[src/rtl/posd_cfg.svh]
`ifndef POSD_CFG_SVH
`define POSD_CFG_SVH

// register byte offsets
`define POSD_OFS_CTRL     8'h00
`define POSD_OFS_STATUS   8'h04
`define POSD_OFS_STRAP    8'h08
`define POSD_OFS_CLOCKS   8'h0c
`define POSD_OFS_MISC     8'h10

// control register reset value and field position
`define POSD_CTRL_RESET   1'b1
`define POSD_CTRL_DRV_BIT 0

// timing
`define POSD_CLK_PERIOD_NS 100
`define POSD_SETTLE_NS     1000
`define POSD_SETTLE_CYC    ((`POSD_SETTLE_NS + `POSD_CLK_PERIOD_NS - 1) / `POSD_CLK_PERIOD_NS)
`define POSD_RST_HOLD_NS   100000
`define POSD_RST_HOLD_CYC  (`POSD_RST_HOLD_NS / `POSD_CLK_PERIOD_NS)

// decoded defaults
`define POSD_MEM_MHZ_RESET 11'h0a6

`endif

[src/rtl/posd_pkg.sv]
package posd_pkg;

  typedef enum logic [1:0] {
    POSD_SYM_LOW   = 2'b00,
    POSD_SYM_HIGH  = 2'b01,
    POSD_SYM_FLOAT = 2'b10
  } posd_sym_t;

  typedef enum logic [2:0] {
    POSD_ST_HOLD     = 3'b000,
    POSD_ST_PULL_UP  = 3'b001,
    POSD_ST_PULL_DN  = 3'b010,
    POSD_ST_DECODE   = 3'b011,
    POSD_ST_RST_HOLD = 3'b100,
    POSD_ST_RUN      = 3'b101
  } posd_state_t;

  typedef enum logic [1:0] {
    POSD_PHY_INTERNAL = 2'b00,
    POSD_PHY_EXTERNAL = 2'b01,
    POSD_PHY_AFE_TEST = 2'b10
  } posd_phy_t;

endpackage : posd_pkg

[src/rtl/posd_top.sv]
`timescale 1ns/1ps
`include "posd_cfg.svh"
module posd_top
  import posd_pkg::*;
(
  // clock and reset
  input  wire logic        clk_sys_i,
  input  wire logic        rst_i,
  // ahb-lite slave
  input  wire logic        hsel_i,
  input  wire logic [7:0]  haddr_i,
  input  wire logic [1:0]  htrans_i,
  input  wire logic        hwrite_i,
  input  wire logic [2:0]  hsize_i,
  input  wire logic [31:0] hwdata_i,
  input  wire logic        hready_i,
  output logic      [31:0] hrdata_o,
  output logic             hreadyout_o,
  output logic             hresp_o,
  // board
  input  wire logic        power_good_in_i,
  input  wire logic        phy_select_strap_i,
  output logic             sys_reset_o,
  output logic             strap_pull_up_o,
  output logic             strap_pull_dn_o,
  // memory address pads
  input  wire logic [14:0] mem_addr_req_i,
  input  wire logic [14:0] mem_addr_in_i,
  output logic      [14:0] mem_addr_o,
  output logic      [14:0] mem_addr_oe_o,
  // decoded settings
  output logic      [1:0]  phy_mode_o,
  output logic             gpio_port_two_en_o,
  output logic             upper_addr_en_o,
  output logic             pll_test_out_en_o,
  output logic      [10:0] mem_clk_mhz_o,
  output logic      [10:0] cpu_clk_mhz_o,
  output logic             cpu_bypass_o,
  output logic             cpu_clock_tied_to_memory_o,
  output logic             cpu_code_invalid_o
);

  //////////////////////////////////////////////////////////////////////////////
  // functions

  function automatic posd_sym_t resolve(input logic up, input logic dn);
    if (up && dn) begin
      resolve = POSD_SYM_HIGH;
    end else if (!up && !dn) begin
      resolve = POSD_SYM_LOW;
    end else begin
      resolve = POSD_SYM_FLOAT;
    end
  endfunction : resolve

  function automatic logic [10:0] mem_mhz(input logic [3:0] code);
    case (code)
      {POSD_SYM_LOW,   POSD_SYM_HIGH}:  mem_mhz = 11'd166;
      {POSD_SYM_HIGH,  POSD_SYM_FLOAT}: mem_mhz = 11'd200;
      {POSD_SYM_HIGH,  POSD_SYM_LOW}:   mem_mhz = 11'd233;
      {POSD_SYM_LOW,   POSD_SYM_LOW}:   mem_mhz = 11'd266;
      {POSD_SYM_LOW,   POSD_SYM_FLOAT}: mem_mhz = 11'd300;
      {POSD_SYM_FLOAT, POSD_SYM_HIGH}:  mem_mhz = 11'd333;
      {POSD_SYM_FLOAT, POSD_SYM_LOW}:   mem_mhz = 11'd366;
      {POSD_SYM_FLOAT, POSD_SYM_FLOAT}: mem_mhz = 11'd400;
      default:                          mem_mhz = 11'd0;
    endcase
  endfunction : mem_mhz

  // returns {invalid, tied, bypass, mhz}
  function automatic logic [13:0] cpu_sel(input logic [5:0] code);
    localparam logic [1:0] L = POSD_SYM_LOW;
    localparam logic [1:0] H = POSD_SYM_HIGH;
    localparam logic [1:0] Z = POSD_SYM_FLOAT;
    case (code)
      {H, L, L}: cpu_sel = {3'b001, 11'd0};
      {H, L, H}: cpu_sel = {3'b010, 11'd0};
      {H, H, Z}: cpu_sel = {3'b000, 11'd500};
      {H, H, L}: cpu_sel = {3'b000, 11'd600};
      {H, H, H}: cpu_sel = {3'b000, 11'd700};
      {Z, Z, Z}: cpu_sel = {3'b000, 11'd800};
      {Z, Z, L}: cpu_sel = {3'b000, 11'd900};
      {Z, Z, H}: cpu_sel = {3'b000, 11'd933};
      {Z, L, L}: cpu_sel = {3'b000, 11'd1000};
      {Z, L, H}: cpu_sel = {3'b000, 11'd1033};
      {Z, H, Z}: cpu_sel = {3'b000, 11'd1066};
      {Z, H, L}: cpu_sel = {3'b000, 11'd1066};
      {Z, H, H}: cpu_sel = {3'b000, 11'd1066};
      {L, Z, Z}: cpu_sel = {3'b000, 11'd1100};
      {L, Z, L}: cpu_sel = {3'b000, 11'd1133};
      {L, Z, H}: cpu_sel = {3'b000, 11'd1166};
      default:   cpu_sel = {3'b100, 11'd0};
    endcase
  endfunction : cpu_sel

  //////////////////////////////////////////////////////////////////////////////
  // input synchronisers

  logic [1:0] pg_sync_ff;
  logic [7:0] strap_meta_ff;
  logic [7:0] strap_sync_ff;

  always_ff @(posedge clk_sys_i or posedge rst_i) begin
    if (rst_i) begin
      pg_sync_ff    <= 2'h0;
      strap_meta_ff <= 8'h00;
      strap_sync_ff <= 8'h00;
    end else begin
      pg_sync_ff    <= {pg_sync_ff[0], power_good_in_i};
      strap_meta_ff <= {mem_addr_in_i[10], mem_addr_in_i[7:3], mem_addr_in_i[1],
                        phy_select_strap_i};
      strap_sync_ff <= strap_meta_ff;
    end
  end

  wire logic power_good = pg_sync_ff[1];

  //////////////////////////////////////////////////////////////////////////////
  // reset and strap sequence

  posd_state_t state_ff;
  posd_state_t nxt_state;
  logic [9:0]  cnt_ff;
  logic [7:0]  up_ff;
  logic [7:0]  dn_ff;
  logic        cfg_valid_ff;

  wire logic settle_done = (cnt_ff == 10'(`POSD_SETTLE_CYC - 1));
  wire logic hold_done   = (cnt_ff == 10'(`POSD_RST_HOLD_CYC - 1));

  always_comb begin
    nxt_state = state_ff;
    case (state_ff)
      POSD_ST_HOLD:     nxt_state = POSD_ST_PULL_UP;
      POSD_ST_PULL_UP:  if (settle_done) nxt_state = POSD_ST_PULL_DN;
      POSD_ST_PULL_DN:  if (settle_done) nxt_state = POSD_ST_DECODE;
      POSD_ST_DECODE:   nxt_state = POSD_ST_RST_HOLD;
      POSD_ST_RST_HOLD: if (hold_done) nxt_state = POSD_ST_RUN;
      POSD_ST_RUN:      nxt_state = POSD_ST_RUN;
      default:          nxt_state = POSD_ST_HOLD;
    endcase
    if (!power_good) begin
      nxt_state = POSD_ST_HOLD;
    end
  end

  always_ff @(posedge clk_sys_i or posedge rst_i) begin
    if (rst_i) begin
      state_ff <= POSD_ST_HOLD;
      cnt_ff   <= 10'h000;
    end else begin
      state_ff <= nxt_state;
      cnt_ff   <= (nxt_state != state_ff) ? 10'h000 : cnt_ff + 10'h001;
    end
  end

  // two pulled samples tell a driven pin from a floating one
  always_ff @(posedge clk_sys_i or posedge rst_i) begin
    if (rst_i) begin
      up_ff <= 8'h00;
      dn_ff <= 8'h00;
    end else begin
      if (state_ff == POSD_ST_PULL_UP && settle_done) up_ff <= strap_sync_ff;
      if (state_ff == POSD_ST_PULL_DN && settle_done) dn_ff <= strap_sync_ff;
    end
  end

  //////////////////////////////////////////////////////////////////////////////
  // decode

  posd_sym_t  sym [8];
  for (genvar i = 0; i < 8; i++) begin : g_sym
    assign sym[i] = resolve(up_ff[i], dn_ff[i]);
  end

  wire logic [15:0] sym_vec = {sym[7], sym[6], sym[5], sym[4], sym[3], sym[2], sym[1], sym[0]};
  wire logic [10:0] mem_sel = mem_mhz({sym[7], sym[3]});
  wire logic [13:0] cpu_dec = cpu_sel({sym[6], sym[5], sym[4]});
  wire logic        decode  = (state_ff == POSD_ST_DECODE);

  always_ff @(posedge clk_sys_i or posedge rst_i) begin
    if (rst_i) begin
      phy_mode_o                 <= POSD_PHY_AFE_TEST;
      gpio_port_two_en_o         <= 1'b1;
      upper_addr_en_o            <= 1'b0;
      pll_test_out_en_o          <= 1'b0;
      mem_clk_mhz_o              <= `POSD_MEM_MHZ_RESET;
      cpu_clk_mhz_o              <= 11'h000;
      cpu_bypass_o               <= 1'b1;
      cpu_clock_tied_to_memory_o <= 1'b0;
      cpu_code_invalid_o         <= 1'b0;
      cfg_valid_ff               <= 1'b0;
    end else if (decode) begin
      phy_mode_o                 <= sym[0];
      gpio_port_two_en_o         <= (sym[1] != POSD_SYM_LOW);
      upper_addr_en_o            <= (sym[1] == POSD_SYM_LOW);
      pll_test_out_en_o          <= (sym[2] == POSD_SYM_HIGH);
      mem_clk_mhz_o              <= mem_sel;
      cpu_clk_mhz_o              <= cpu_dec[12] ? mem_sel : cpu_dec[10:0];
      cpu_bypass_o               <= cpu_dec[11];
      cpu_clock_tied_to_memory_o <= cpu_dec[12];
      cpu_code_invalid_o         <= cpu_dec[13];
      cfg_valid_ff               <= 1'b1;
    end
  end

  //////////////////////////////////////////////////////////////////////////////
  // pads and system reset

  logic ctrl_drv_ff;

  wire logic run = (nxt_state == POSD_ST_RUN);

  always_ff @(posedge clk_sys_i or posedge rst_i) begin
    if (rst_i) begin
      sys_reset_o     <= 1'b1;
      strap_pull_up_o <= 1'b0;
      strap_pull_dn_o <= 1'b0;
      mem_addr_o      <= 15'h0000;
      mem_addr_oe_o   <= 15'h0000;
    end else begin
      sys_reset_o     <= !run;
      strap_pull_up_o <= (nxt_state == POSD_ST_PULL_UP);
      strap_pull_dn_o <= (nxt_state == POSD_ST_PULL_DN);
      mem_addr_o      <= mem_addr_req_i;
      mem_addr_oe_o   <= {15{run && ctrl_drv_ff}};
    end
  end

  //////////////////////////////////////////////////////////////////////////////
  // ahb-lite slave, zero wait states

  logic       dwr_ff;
  logic [7:0] daddr_ff;

  wire logic       take   = hsel_i && hready_i && htrans_i[1];
  wire logic [7:0] ofs    = {haddr_i[7:2], 2'b00};
  wire logic [31:0] rd_mux =
    (ofs == `POSD_OFS_CTRL)   ? {31'h0, ctrl_drv_ff} :
    (ofs == `POSD_OFS_STATUS) ? {27'h0, cfg_valid_ff, sys_reset_o, state_ff} :
    (ofs == `POSD_OFS_STRAP)  ? {16'h0, sym_vec} :
    (ofs == `POSD_OFS_CLOCKS) ? {2'h0, cpu_code_invalid_o, cpu_clock_tied_to_memory_o,
                                cpu_bypass_o, cpu_clk_mhz_o, 5'h00, mem_clk_mhz_o} :
    (ofs == `POSD_OFS_MISC)   ? {27'h0, pll_test_out_en_o, upper_addr_en_o,
                                gpio_port_two_en_o, phy_mode_o} :
    32'h0;

  always_ff @(posedge clk_sys_i or posedge rst_i) begin
    if (rst_i) begin
      dwr_ff      <= 1'b0;
      daddr_ff    <= 8'h00;
      hrdata_o    <= 32'h0;
      hreadyout_o <= 1'b1;
      hresp_o     <= 1'b0;
      ctrl_drv_ff <= `POSD_CTRL_RESET;
    end else begin
      dwr_ff      <= take && hwrite_i;
      daddr_ff    <= ofs;
      hrdata_o    <= (take && !hwrite_i) ? rd_mux : 32'h0;
      hreadyout_o <= 1'b1;
      hresp_o     <= 1'b0;
      if (dwr_ff && daddr_ff == `POSD_OFS_CTRL) begin
        ctrl_drv_ff <= hwdata_i[`POSD_CTRL_DRV_BIT];
      end
    end
  end

endmodule : posd_top

[config.mk]
export PLATFORM = sky130hd
export DESIGN_NAME = posd_top
export DESIGN_NICKNAME = d
export VERILOG_FILES = /design/src/rtl/posd_pkg.sv /design/src/rtl/posd_top.sv
export VERILOG_INCLUDE_DIRS = /design/src /design/src/rtl
export SDC_FILE = /design/constraint.sdc
export NUM_CORES = 1
export LEC_CHECK = 0
export BUFFER_PORTS_ARGS = -buffer_cell sky130_fd_sc_hd__clkbuf_2
export CAP_MARGIN = 10
export CORE_MARGIN = 3
export CORE_UTILIZATION = 55
export DETAILED_ROUTE_END_ITERATION = 7
export GPL_TIMING_DRIVEN = 1
export PLACE_DENSITY = 0.85
export SLEW_MARGIN = 20
export SYNTH_ARGS = -nofsm -noshare
export SYNTH_HDL_FRONTEND = slang
export SYNTH_SLANG_ARGS = --single-unit
[constraint.sdc]
create_clock -name clk_sys_i -period 9.45 [get_ports clk_sys_i]
set_input_delay 1.89 -clock clk_sys_i [delete_from_list [all_inputs] [get_ports clk_sys_i]]
set_output_delay 1.89 -clock clk_sys_i [all_outputs]
set_load 0.1 [all_outputs]
==> flow_summary.json, run 1 <==
{
  "outcome": "finished, final reports clean",
  "placed_cell_area_um2": 6320,
  "num_antenna_cells": 0,
  "period_share": 0.370,
  "yosysTopAreaCell": "dfrtp_1",
  "design.core.area_um2": 9910,
  "cp-start-kind": "flip-flop",
  "syn_inst": 515,
  "setup_viol": 0,
  "rsz0062_at_grt": "false",
  "synth_area_per_cell_um2": 11.1,
  "start_util": 0.576,
  "wirelength_um": 12600,
  "clkSinkCount": 133,
  "critical_path_required_ps": 7560,
  "pwr_density_cell_nw_per_um2": 183,
  "io_pins": 179,
  "dp_hpwl_um": 8850,
  "track_usage": 0.226,
  "critical_path.cell_chain": "clkbuf_2",
  "async_flop_share": 1.00,
  "finalHoldViolCount": 0,
  "finalInstanceArea_um2": 6860,
  "antenna_found_initial": 0,
  "cp_num_buf_inv": 1,
  "grt_max_degree": 72,
  "syn2layout_area_growth_pct": 20.2,
  "path_max_fanout": 15,
  "wl_per_cell_um": 16.3,
  "power_mw": 1.26,
  "place_congestion": 0.892,
  "synth_top_area_share": 0.544,
  "drv_cap": 0,
  "worstMarginPinSlew_ps": 922,
  "yosysSeqAreaShare": 0.585,
  "yosysWarningCount": 0,
  "multi_input_area_um2": 2070,
  "placementRows": 36,
  "numPortBuffers": 127,
  "synth_ff_type": "dfrtp_1",
  "clock_latency_ps": 520,
  "leakagePower_nw": 3.52,
  "grt.overflow.total": 0,
  "dp.cells": 742,
  "worstSetupPathType": "flip-flop to primary output",
  "remaining_drc_errors": 0,
  "grt_pass1_vias": 4130,
  "die_w_um": 108,
  "synth.area.top_cells": "dfrtp_1, ha_1, dfstp_2, nand2_1, nor2_1",
  "maxSlewHeadroom": 0.383,
  "ys_ff_latch": 133,
  "slowest_stage": "dfrtp_1",
  "clock-root-buffer": "clkbuf_8",
  "first_pass_iters": 4,
  "synth_edf_count": 0,
  "vias_per_cell": 5.41,
  "cts_max_level": 4,
  "cts.clk_slew.worst_paths_ps": 60,
  "final_cell_count_no_fill": 774,
  "skew_ps": 8.59,
  "ant_nets": 0,
  "slew_viol_final": 0,
  "cts_setup_buffers": 0,
  "vdd_drop_max_mv": 0.116,
  "cts_inserted_buffers": 17,
  "cts_tree": "yes",
  "tns_ps": 0,
  "crit_arrival_ps": 1600,
  "fill_cells": 709,
  "vias": 4187,
  "grt_pass1_wl_um": 20600,
  "hold_class": "flip-flop to flip-flop",
  "die_area_um2": 11600,
  "layout.area.seq_um2": 3340,
  "clk_path_buf_depth": 2,
  "crit_family": "flip-flops",
  "fp.dieH_um": 108,
  "ys_types": 54,
  "syn_area_um2": 5700,
  "drive_gt1_frac": 0.285,
  "max_stage_delay_ps": 550,
  "fin_nets": 737,
  "layout_min_cycle_time_ps": 3490,
  "drt-initial-drc-count": 331,
  "cp-end-kind": "primary output",
  "fmax_mhz": 286,
  "cts_resized": 0,
  "hold_buffers": 0
}
## layout make-up
class | count | area share
repair buffers | 129 | 0.0949
multi-input cells | 323 | 0.302
flip-flops and latches | 133 | 0.487
clock buffers | 19 | 0.0629
inverters | 24 | 0.0135
well taps | 133 | 0.0243
clock inverters | 13 | 0.0161
## report_power, final
| part | internal, mW | switching [mW] |
|---|---|---|
| Sequential | 0.581 | 0.00563 |
| Clock | 0.353 | 0.237 |
| Combinational | 0.0145 | 0.0659 |
## cells in the mapped netlist, types with 9 or more instances
| master | count |
|---|---|
| dfrtp_1 | 124 |
| nand2_1 | 51 |
| nor2_1 | 42 |
| o21ai_0 | 29 |
| ha_1 | 27 |
| inv_1 | 24 |
| buf_4 | 20 |
| a21oi_1 | 18 |
| and3_1 | 18 |
| clkbuf_1 | 16 |
| nand3_1 | 12 |
| nor2b_1 | 11 |
| mux2_2 | 10 |
| dfstp_2 | 9 |
## metrics by stage
stage               hold slack (ps)  setup slack, ps  utilization
global placement                333             5830        0.638
global route                    362             5870        0.692
finish                          348             5960        0.692
CTS                             350             5930        0.692
detailed placement              336             5740        0.638
floorplan                       331             4020            -
## state kept, by name, summed over array words and instances (netlist names), 3 cells and up
register / cells
hrdata_o: 30
mem_addr_o: 15
cpu_clk_mhz_o: 11
cnt_ff: 10
mem_clk_mhz_o: 9
dn_ff: 8
strap_meta_ff: 8
strap_sync_ff: 8
up_ff: 8
daddr_ff: 6
state_ff: 3
## worst register-to-register path: stages (launching register included)
cell and delay (ps):
dfrtp_1 460, or4b_1 540, or3_1 360, a311o_1 380
o21ai_2 370, nor2_1 120
## layer usage
layer	routed length, µm	part of all wire	vias up	track usage
met1	5240	0.42	2056	0.290
met3	732	0.058	22	0.0420
met2	6410	0.51	154	0.381
li1	-	-	1955	-
met5	0	0	-	0
met4	230	0.018	0	0.0929
## cell usage in the layout (no fill, tap or decap), types with 10 or more instances in the layout
cell type / count
clkbuf_2: 127
dfrtp_1: 124
nand2_1: 51
nor2_1: 42
o21ai_0: 29
ha_1: 27
inv_1: 23
a21oi_1: 18
and3_1: 18
clkbuf_16: 16
nand3_1: 12
nor2b_1: 11
mux2_2: 10
## cells by family after synthesis
logic type / share of synthesized area
adders and majority gates: 0.0592
other: 0.00132
xor gates and xnor gates: 0.0123
DFF: 0.585
muxes: 0.0461
AOI/OAI and AO/OA: 0.0886
buffers and inverters: 0.0546
and+or+nand+nor: 0.152
## final timing paths
kind	startpoint	end	slack (ps)	depth (start not counted)
worst max-delay path	mem_addr_oe_o[0]	mem_addr_oe_o[14]	5960	1
worst min-delay path	strap_meta_ff[0]	strap_sync_ff[0]	350	0
worst max register to register	state_ff[0]	cnt_ff[3]	7090	5
worst min register to register	strap_meta_ff[0]	strap_sync_ff[0]	350	0
max in group asynchronous	rst_i	mem_addr_o[0]	6590	3
min in group asynchronous	rst_i	mem_addr_o[13]	1480	2
Note: power is estimated with default switching activity, not from simulation.
==> run 2: changes to the inputs <==
--- a/config.mk
+++ b/config.mk
@@ -9,10 +9,10 @@
 export BUFFER_PORTS_ARGS = -buffer_cell sky130_fd_sc_hd__clkbuf_2
 export CAP_MARGIN = 10
 export CORE_MARGIN = 3
-export CORE_UTILIZATION = 55
+export CORE_UTILIZATION = 51
 export DETAILED_ROUTE_END_ITERATION = 7
 export GPL_TIMING_DRIVEN = 1
-export PLACE_DENSITY = 0.85
+export PLACE_DENSITY = 0.8
 export SLEW_MARGIN = 20
 export SYNTH_ARGS = -nofsm -noshare
 export SYNTH_HDL_FRONTEND = slang
==> constraint.sdc (replaced) <==
create_clock -name clk_sys_i -period 3.62 [get_ports clk_sys_i]
set_input_delay 0.724 -clock clk_sys_i [delete_from_list [all_inputs] [get_ports clk_sys_i]]
set_output_delay 0.724 -clock clk_sys_i [all_outputs]
set_load 0.1 [all_outputs]
==> run 2 against run 1 <==
Against the previous run:
- clock skew decreased by 1.3 ps
- wire length increased by 1.2%
- final cell count increased by 0.52%
- register-to-register slack got worse by 5800 ps
- critical path depth increased by 4
- sequential power increased to 2.6 times the previous value
- die area increased by 7.4%
- utilization decreased by 3.9 points
- sequential share of layout area decreased by 0.44 points
- largest power group unchanged
==> flow_summary.json, run 2 (synthesis results as in run 1) <==
{
  "leakagePower_nw": 3.55,
  "critical_path_required_ps": 4000,
  "crit_arrival_ps": 2750,
  "layout.area.seq_um2": 3340,
  "grt_max_degree": 134,
  "multi_input_area_um2": 2070,
  "first_pass_iters": 5,
  "worstSetupPathType": "flip-flop to flip-flop",
  "vias": 4117,
  "setup_viol": 0,
  "cts_inserted_buffers": 17,
  "dp_hpwl_um": 8790,
  "final_cell_mix": "clkbuf_2, dfrtp_1, nand2_1",
  "clockPowerShare": 0.486,
  "numPortBuffers": 127,
  "grt_pass1_wl_um": 21100,
  "wirelength_um": 12800,
  "clk_path_buf_depth": 2,
  "p_sw_frac": 0.232,
  "fin_nets": 738,
  "top_regs": "hrdata_o (30), mem_addr_o (15), cpu_clk_mhz_o (11)",
  "pwr-share-comb": 0.063,
  "outcome": "finished, final reports clean",
  "place_congestion": 0.877,
  "vdd_drop_max_mv": 0.340,
  "ant_nets": 0,
  "cp-end-kind": "flip-flop",
  "clock-root-buffer": "clkbuf_8",
  "power_frac_seq": 0.451,
  "fmax_mhz": 422,
  "final_cell_count_no_fill": 778,
  "placementRows": 37,
  "dp.cells": 746,
  "grt_pass1_vias": 4144,
  "cts_tree": "yes",
  "slew_viol_final": 0,
  "pwr_density_cell_nw_per_um2": 490,
  "p_int_mw": 2.60,
  "cts.clk_slew.worst_paths_ps": 60,
  "syn2layout_area_growth_pct": 21.3,
  "top_register": "hrdata_o",
  "antenna_found_initial": 0,
  "r2r_cells": 5,
  "hold_path_depth": 1,
  "cp-start-kind": "flip-flop",
  "io_pins": 179,
  "vias_per_cell": 5.29,
  "fp.dieH_um": 112,
  "start_util": 0.538,
  "num_antenna_cells": 0,
  "final_common_cell": "clkbuf_2",
  "largest_register_ffs": 30,
  "rsz0062_at_grt": "false",
  "clkSinkCount": 133,
  "die_w_um": 112,
  "hold_class": "input port to flip-flop",
  "die_area_um2": 12500,
  "path_max_fanout": 10,
  "remaining_drc_errors": 0,
  "hold_buffers": 0,
  "cts_resized": 0,
  "track_usage": 0.214,
  "cts_max_level": 4,
  "fill_cells": 814,
  "holdWs_ps": 305,
  "finalHoldViolCount": 0,
  "wl_per_cell_um": 16.4,
  "clock_latency_ps": 520,
  "p_sw_uw": 788,
  "grt.overflow.total": 0,
  "maxSlewHeadroom": 0.496,
  "design.core.area_um2": 10600,
  "drt-initial-drc-count": 324,
  "cts_setup_buffers": 0,
  "skew_ps": 7.33,
  "power_mw": 3.39,
  "layout_min_cycle_time_ps": 2370,
  "drive_gt1_frac": 0.287,
  "tns_ps": 0,
  "period_share": 0.655,
  "worstMarginPinSlew_ps": 746,
  "drv_cap": 0
}
==> run 2: cell count changes in the layout (fill, tap and decap cells not counted), sizes merged <==
cell	delta
bufinv	+1
clkinvlp	-2
inv	-2
buf	+1
clkinv	-1
clkbuf	+4
==> run 2: final cells by class <==
class | instances | share of cell area
tap | 136 | 0.0246
clock inverter | 9 | 0.0145
clock buffer | 23 | 0.0689
multi-input combinational | 323 | 0.299
inverter | 24 | 0.0136
timing repair buffer | 130 | 0.0969
sequential | 133 | 0.482
==> run 2: power groups by stage <==
stage / clock network [mW] / logic [mW] / registers, mW
2_1_floorplan: 0 / 0.0910 / 1.63
6_report: 1.65 / 0.213 / 1.53
3_5_place_dp: 0 / 0.213 / 1.56
5_1_grt: 1.75 / 0.228 / 1.53
3_3_place_gp: 0 / 0.207 / 1.55
4_1_cts: 1.67 / 0.215 / 1.53
==> run 2: per-layer routing <==
| layer | share of wire | up-vias | global-route usage |
|---|---|---|---|
| met5 | 0 | - | 0 |
| met4 | 0.025 | 0 | 0.0868 |
| met3 | 0.061 | 26 | 0.0685 |
| met2 | 0.49 | 141 | 0.342 |
| met1 | 0.42 | 1999 | 0.273 |
| li1 | - | 1951 | - |
==> run 2: through the flow <==
| stage | worst slack [ps] | util | cell area, µm² |
|---|---|---|---|
| 2_1_floorplan | 1250 | - | 5720 |
| 3_3_place_gp | 1330 | 0.598 | 6340 |
| 3_5_place_dp | 1220 | 0.598 | 6340 |
| 4_1_cts | 1250 | 0.653 | 6920 |
| 5_1_grt | 1090 | 0.653 | 6920 |
| 6_report | 1250 | 0.653 | 6920 |
==> run 2: worst max-delay path, cell delays in order (launching register included) <==
cell and delay [ps]:
dfrtp_1 460, or4b_1 520, or3_1 340, a311o_1 370, o21ai_2 390, nor2_1 130
==> run 2: path summary, 6_finish.rpt <==
| kind | from | end | slack (ps) |
|---|---|---|---|
| max in group asynchronous | rst_i | hrdata_o[23] | 2720 |
| setup / recovery | state_ff[0] | cnt_ff[6] | 1250 |
| hold / removal | mem_addr_in_i[6] | strap_meta_ff[5] | 310 |
| min in group asynchronous | rst_i | cnt_ff[0] | 370 |
| setup reg to reg | state_ff[0] | cnt_ff[6] | 1250 |
| hold reg to reg | strap_meta_ff[3] | strap_sync_ff[3] | 350 |
==> run 3: changes to the inputs <==
--- a/config.mk
+++ b/config.mk
@@ -9,10 +9,10 @@
 export BUFFER_PORTS_ARGS = -buffer_cell sky130_fd_sc_hd__clkbuf_2
 export CAP_MARGIN = 10
 export CORE_MARGIN = 3
-export CORE_UTILIZATION = 51
+export CORE_UTILIZATION = 46
 export DETAILED_ROUTE_END_ITERATION = 7
 export GPL_TIMING_DRIVEN = 1
-export PLACE_DENSITY = 0.8
+export PLACE_DENSITY = 0.76
 export SLEW_MARGIN = 20
 export SYNTH_ARGS = -nofsm -noshare
 export SYNTH_HDL_FRONTEND = slang
==> constraint.sdc (replaced) <==
create_clock -name clk_sys_i -period 2.05 [get_ports clk_sys_i]
set_input_delay 0.41 -clock clk_sys_i [delete_from_list [all_inputs] [get_ports clk_sys_i]]
set_output_delay 0.41 -clock clk_sys_i [all_outputs]
set_load 0.1 [all_outputs]
==> run 3 against run 2 <==
Against the previous run:
- the flow now finishes with violations (setup timing)
- non-clock buffer count grew 24
- via count grew 2.0%
- power grew 86%
- sequential power grew 76%
- final area grew 5.1%
- first-iteration DRC count shrank 15%
- combinational power grew 83%
- clock power grew 96%
- setup slack lost 1300 ps
- critical path type unchanged
- largest cell class unchanged
==> flow_summary.json, run 3 (synthesis results as in run 1) <==
{
  "crit_arrival_ps": 2380,
  "track_usage": 0.183,
  "cts_tree": "yes",
  "vdd_drop_max_mv": 0.434,
  "fin_nets": 763,
  "cp-start-kind": "flip-flop",
  "grt_max_degree": 90,
  "critical_path_required_ps": 2350,
  "drt-initial-drc-count": 277,
  "syn2layout_area_growth_pct": 27.6,
  "clkSinkCount": 133,
  "fp.dieH_um": 117,
  "antenna_found_initial": 0,
  "leakagePower_nw": 3.72,
  "dp_hpwl_um": 8880,
  "cp-end-kind": "flip-flop",
  "utilization": 0.603,
  "slew_viol_final": 0,
  "drv_cap": 0,
  "start_util": 0.473,
  "vias_per_cell": 5.03,
  "max_stage_delay_ps": 510,
  "maxSlewHeadroom": 0.540,
  "cp_num_buf_inv": 0,
  "first_pass_iters": 5,
  "min_from": "power_good_in_i",
  "hold_class": "input port to flip-flop",
  "clk_path_buf_depth": 2,
  "violations": "setup timing",
  "layout_min_cycle_time_ps": 2080,
  "largest_register_ffs": 30,
  "final_cell_mix": "clkbuf_2, dfrtp_1, nand2_1",
  "ant_nets": 0,
  "remaining_drc_errors": 0,
  "path_max_fanout": 5,
  "num_antenna_cells": 0,
  "worstSetupPathType": "flip-flop to flip-flop",
  "top_regs": "hrdata_o (30), mem_addr_o (15), cpu_clk_mhz_o (11)",
  "reg2reg_from": "cnt_ff[4]",
  "grt_pass1_vias": 4092,
  "drive_gt1_frac": 0.323,
  "worstMarginPinSlew_ps": 685,
  "critPathLaunch": "cnt_ff[4]",
  "rsz0062_at_grt": "true",
  "pre_cts_ws_ps": -49.8,
  "fmax_mhz": 481,
  "period_share": 1.01,
  "cts_inserted_buffers": 17,
  "numPortBuffers": 127,
  "final_common_cell": "clkbuf_2",
  "cts_max_level": 4,
  "fin_ws_ps": -30.6,
  "crit_family": "simple AND/OR/NAND/NOR gates",
  "die_area_um2": 13800,
  "clock-root-buffer": "clkbuf_16",
  "design.core.area_um2": 12100,
  "die_w_um": 117,
  "grt_pass1_wl_um": 20300,
  "top_register": "hrdata_o",
  "io_pins": 179,
  "skew_ps": 6.63,
  "slowest_stage": "or4b_1",
  "grt.overflow.total": 0,
  "clock_latency_ps": 420,
  "fill_cells": 1000,
  "outcome": "finished, violations left",
  "place_congestion": 0.820,
  "cts.clk_slew.worst_paths_ps": 60,
  "vias": 4198,
  "final_cell_count_no_fill": 834,
  "wirelength_um": 12300,
  "setup_viol": 9,
  "pwr_density_cell_nw_per_um2": 869,
  "r2r_slack_ps": -30,
  "placementRows": 40,
  "dp.cells": 799,
  "wl_per_cell_um": 14.7,
  "critical_path.cell_chain": "or4b_1 > or3_4 > a311o_1 > o21ai_4 > nor2_1",
  "finalHoldViolCount": 0
}
-- run 3: cell type report --
| class | count | area (µm²) | share of cell area |
|---|---|---|---|
| Clock buffer | 22 | 494 | 0.0679 |
| Clock inverter | 9 | 148 | 0.0203 |
| Inverter | 24 | 93.8 | 0.0129 |
| Multi-Input combinational cell | 324 | 2130 | 0.292 |
| Sequential cell | 133 | 3340 | 0.459 |
| Tap cell | 168 | 210 | 0.0289 |
| Timing Repair Buffer | 154 | 866 | 0.119 |
-- run 3: path summary, 6_finish.rpt --
| path | depth (start not counted) | endpoint |
|---|---|---|
| max | 5 | cnt_ff[5] |
| min | 1 | pg_sync_ff[0] |
| max reg2reg | 5 | cnt_ff[5] |
| min reg2reg | 0 | strap_sync_ff[2] |
| max in group asynchronous | 4 | sys_reset_o |
| min in group asynchronous | 3 | mem_addr_o[4] |
-- run 3: worst reg2reg max path, stage by stage, from the launching register on --
cell and delay, ps:
dfrtp_1 370, or4b_1 510, or3_4 340, a311o_1 440
o21ai_4 240, nor2_1 60
-- run 3: power breakdown --
part           leakage (nW)  internal [mW]  switching [mW]
clock network         0.318           2.18            1.05
logic                  1.67         0.0815           0.307
registers              1.73           2.68          0.0215
-- run 3: repair_timing --
action | 4_1_cts | 5_1_grt
gates resized for setup | 0 | 9
hold buffers | 1 | 0
pin swaps | 5 | 9
buffers inserted | 1 | 1
endpoints found under the hold margin | 9 | 0
cloned | 1 | 0
setup endpoints to repair | 18 | 21
-- run 3: layer usage --
layer,wire (µm),part of all wire,global-route usage
met1,5480,0.45,0.239
met4,259,0.021,0.0740
met3,699,0.057,0.0492
met5,0,0,0
met2,5840,0.48,0.292
-- run 3: metrics by stage --
| stage | power (mW) | hold slack [ps] | setup TNS [ps] | cell area [µm²] |
|---|---|---|---|---|
| 6_report | 6.32 | 98.0 | -156 | 7280 |
| 5_1_grt | 6.53 | 80.6 | -956 | 7280 |
| 4_1_cts | 6.37 | 84.0 | -13.4 | 7230 |
| 3_5_place_dp | 3.13 | 336 | -421 | 6560 |
| 3_3_place_gp | 3.12 | 333 | -3.80 | 6560 |
| 2_1_floorplan | 3.04 | 331 | -476 | 5730 |
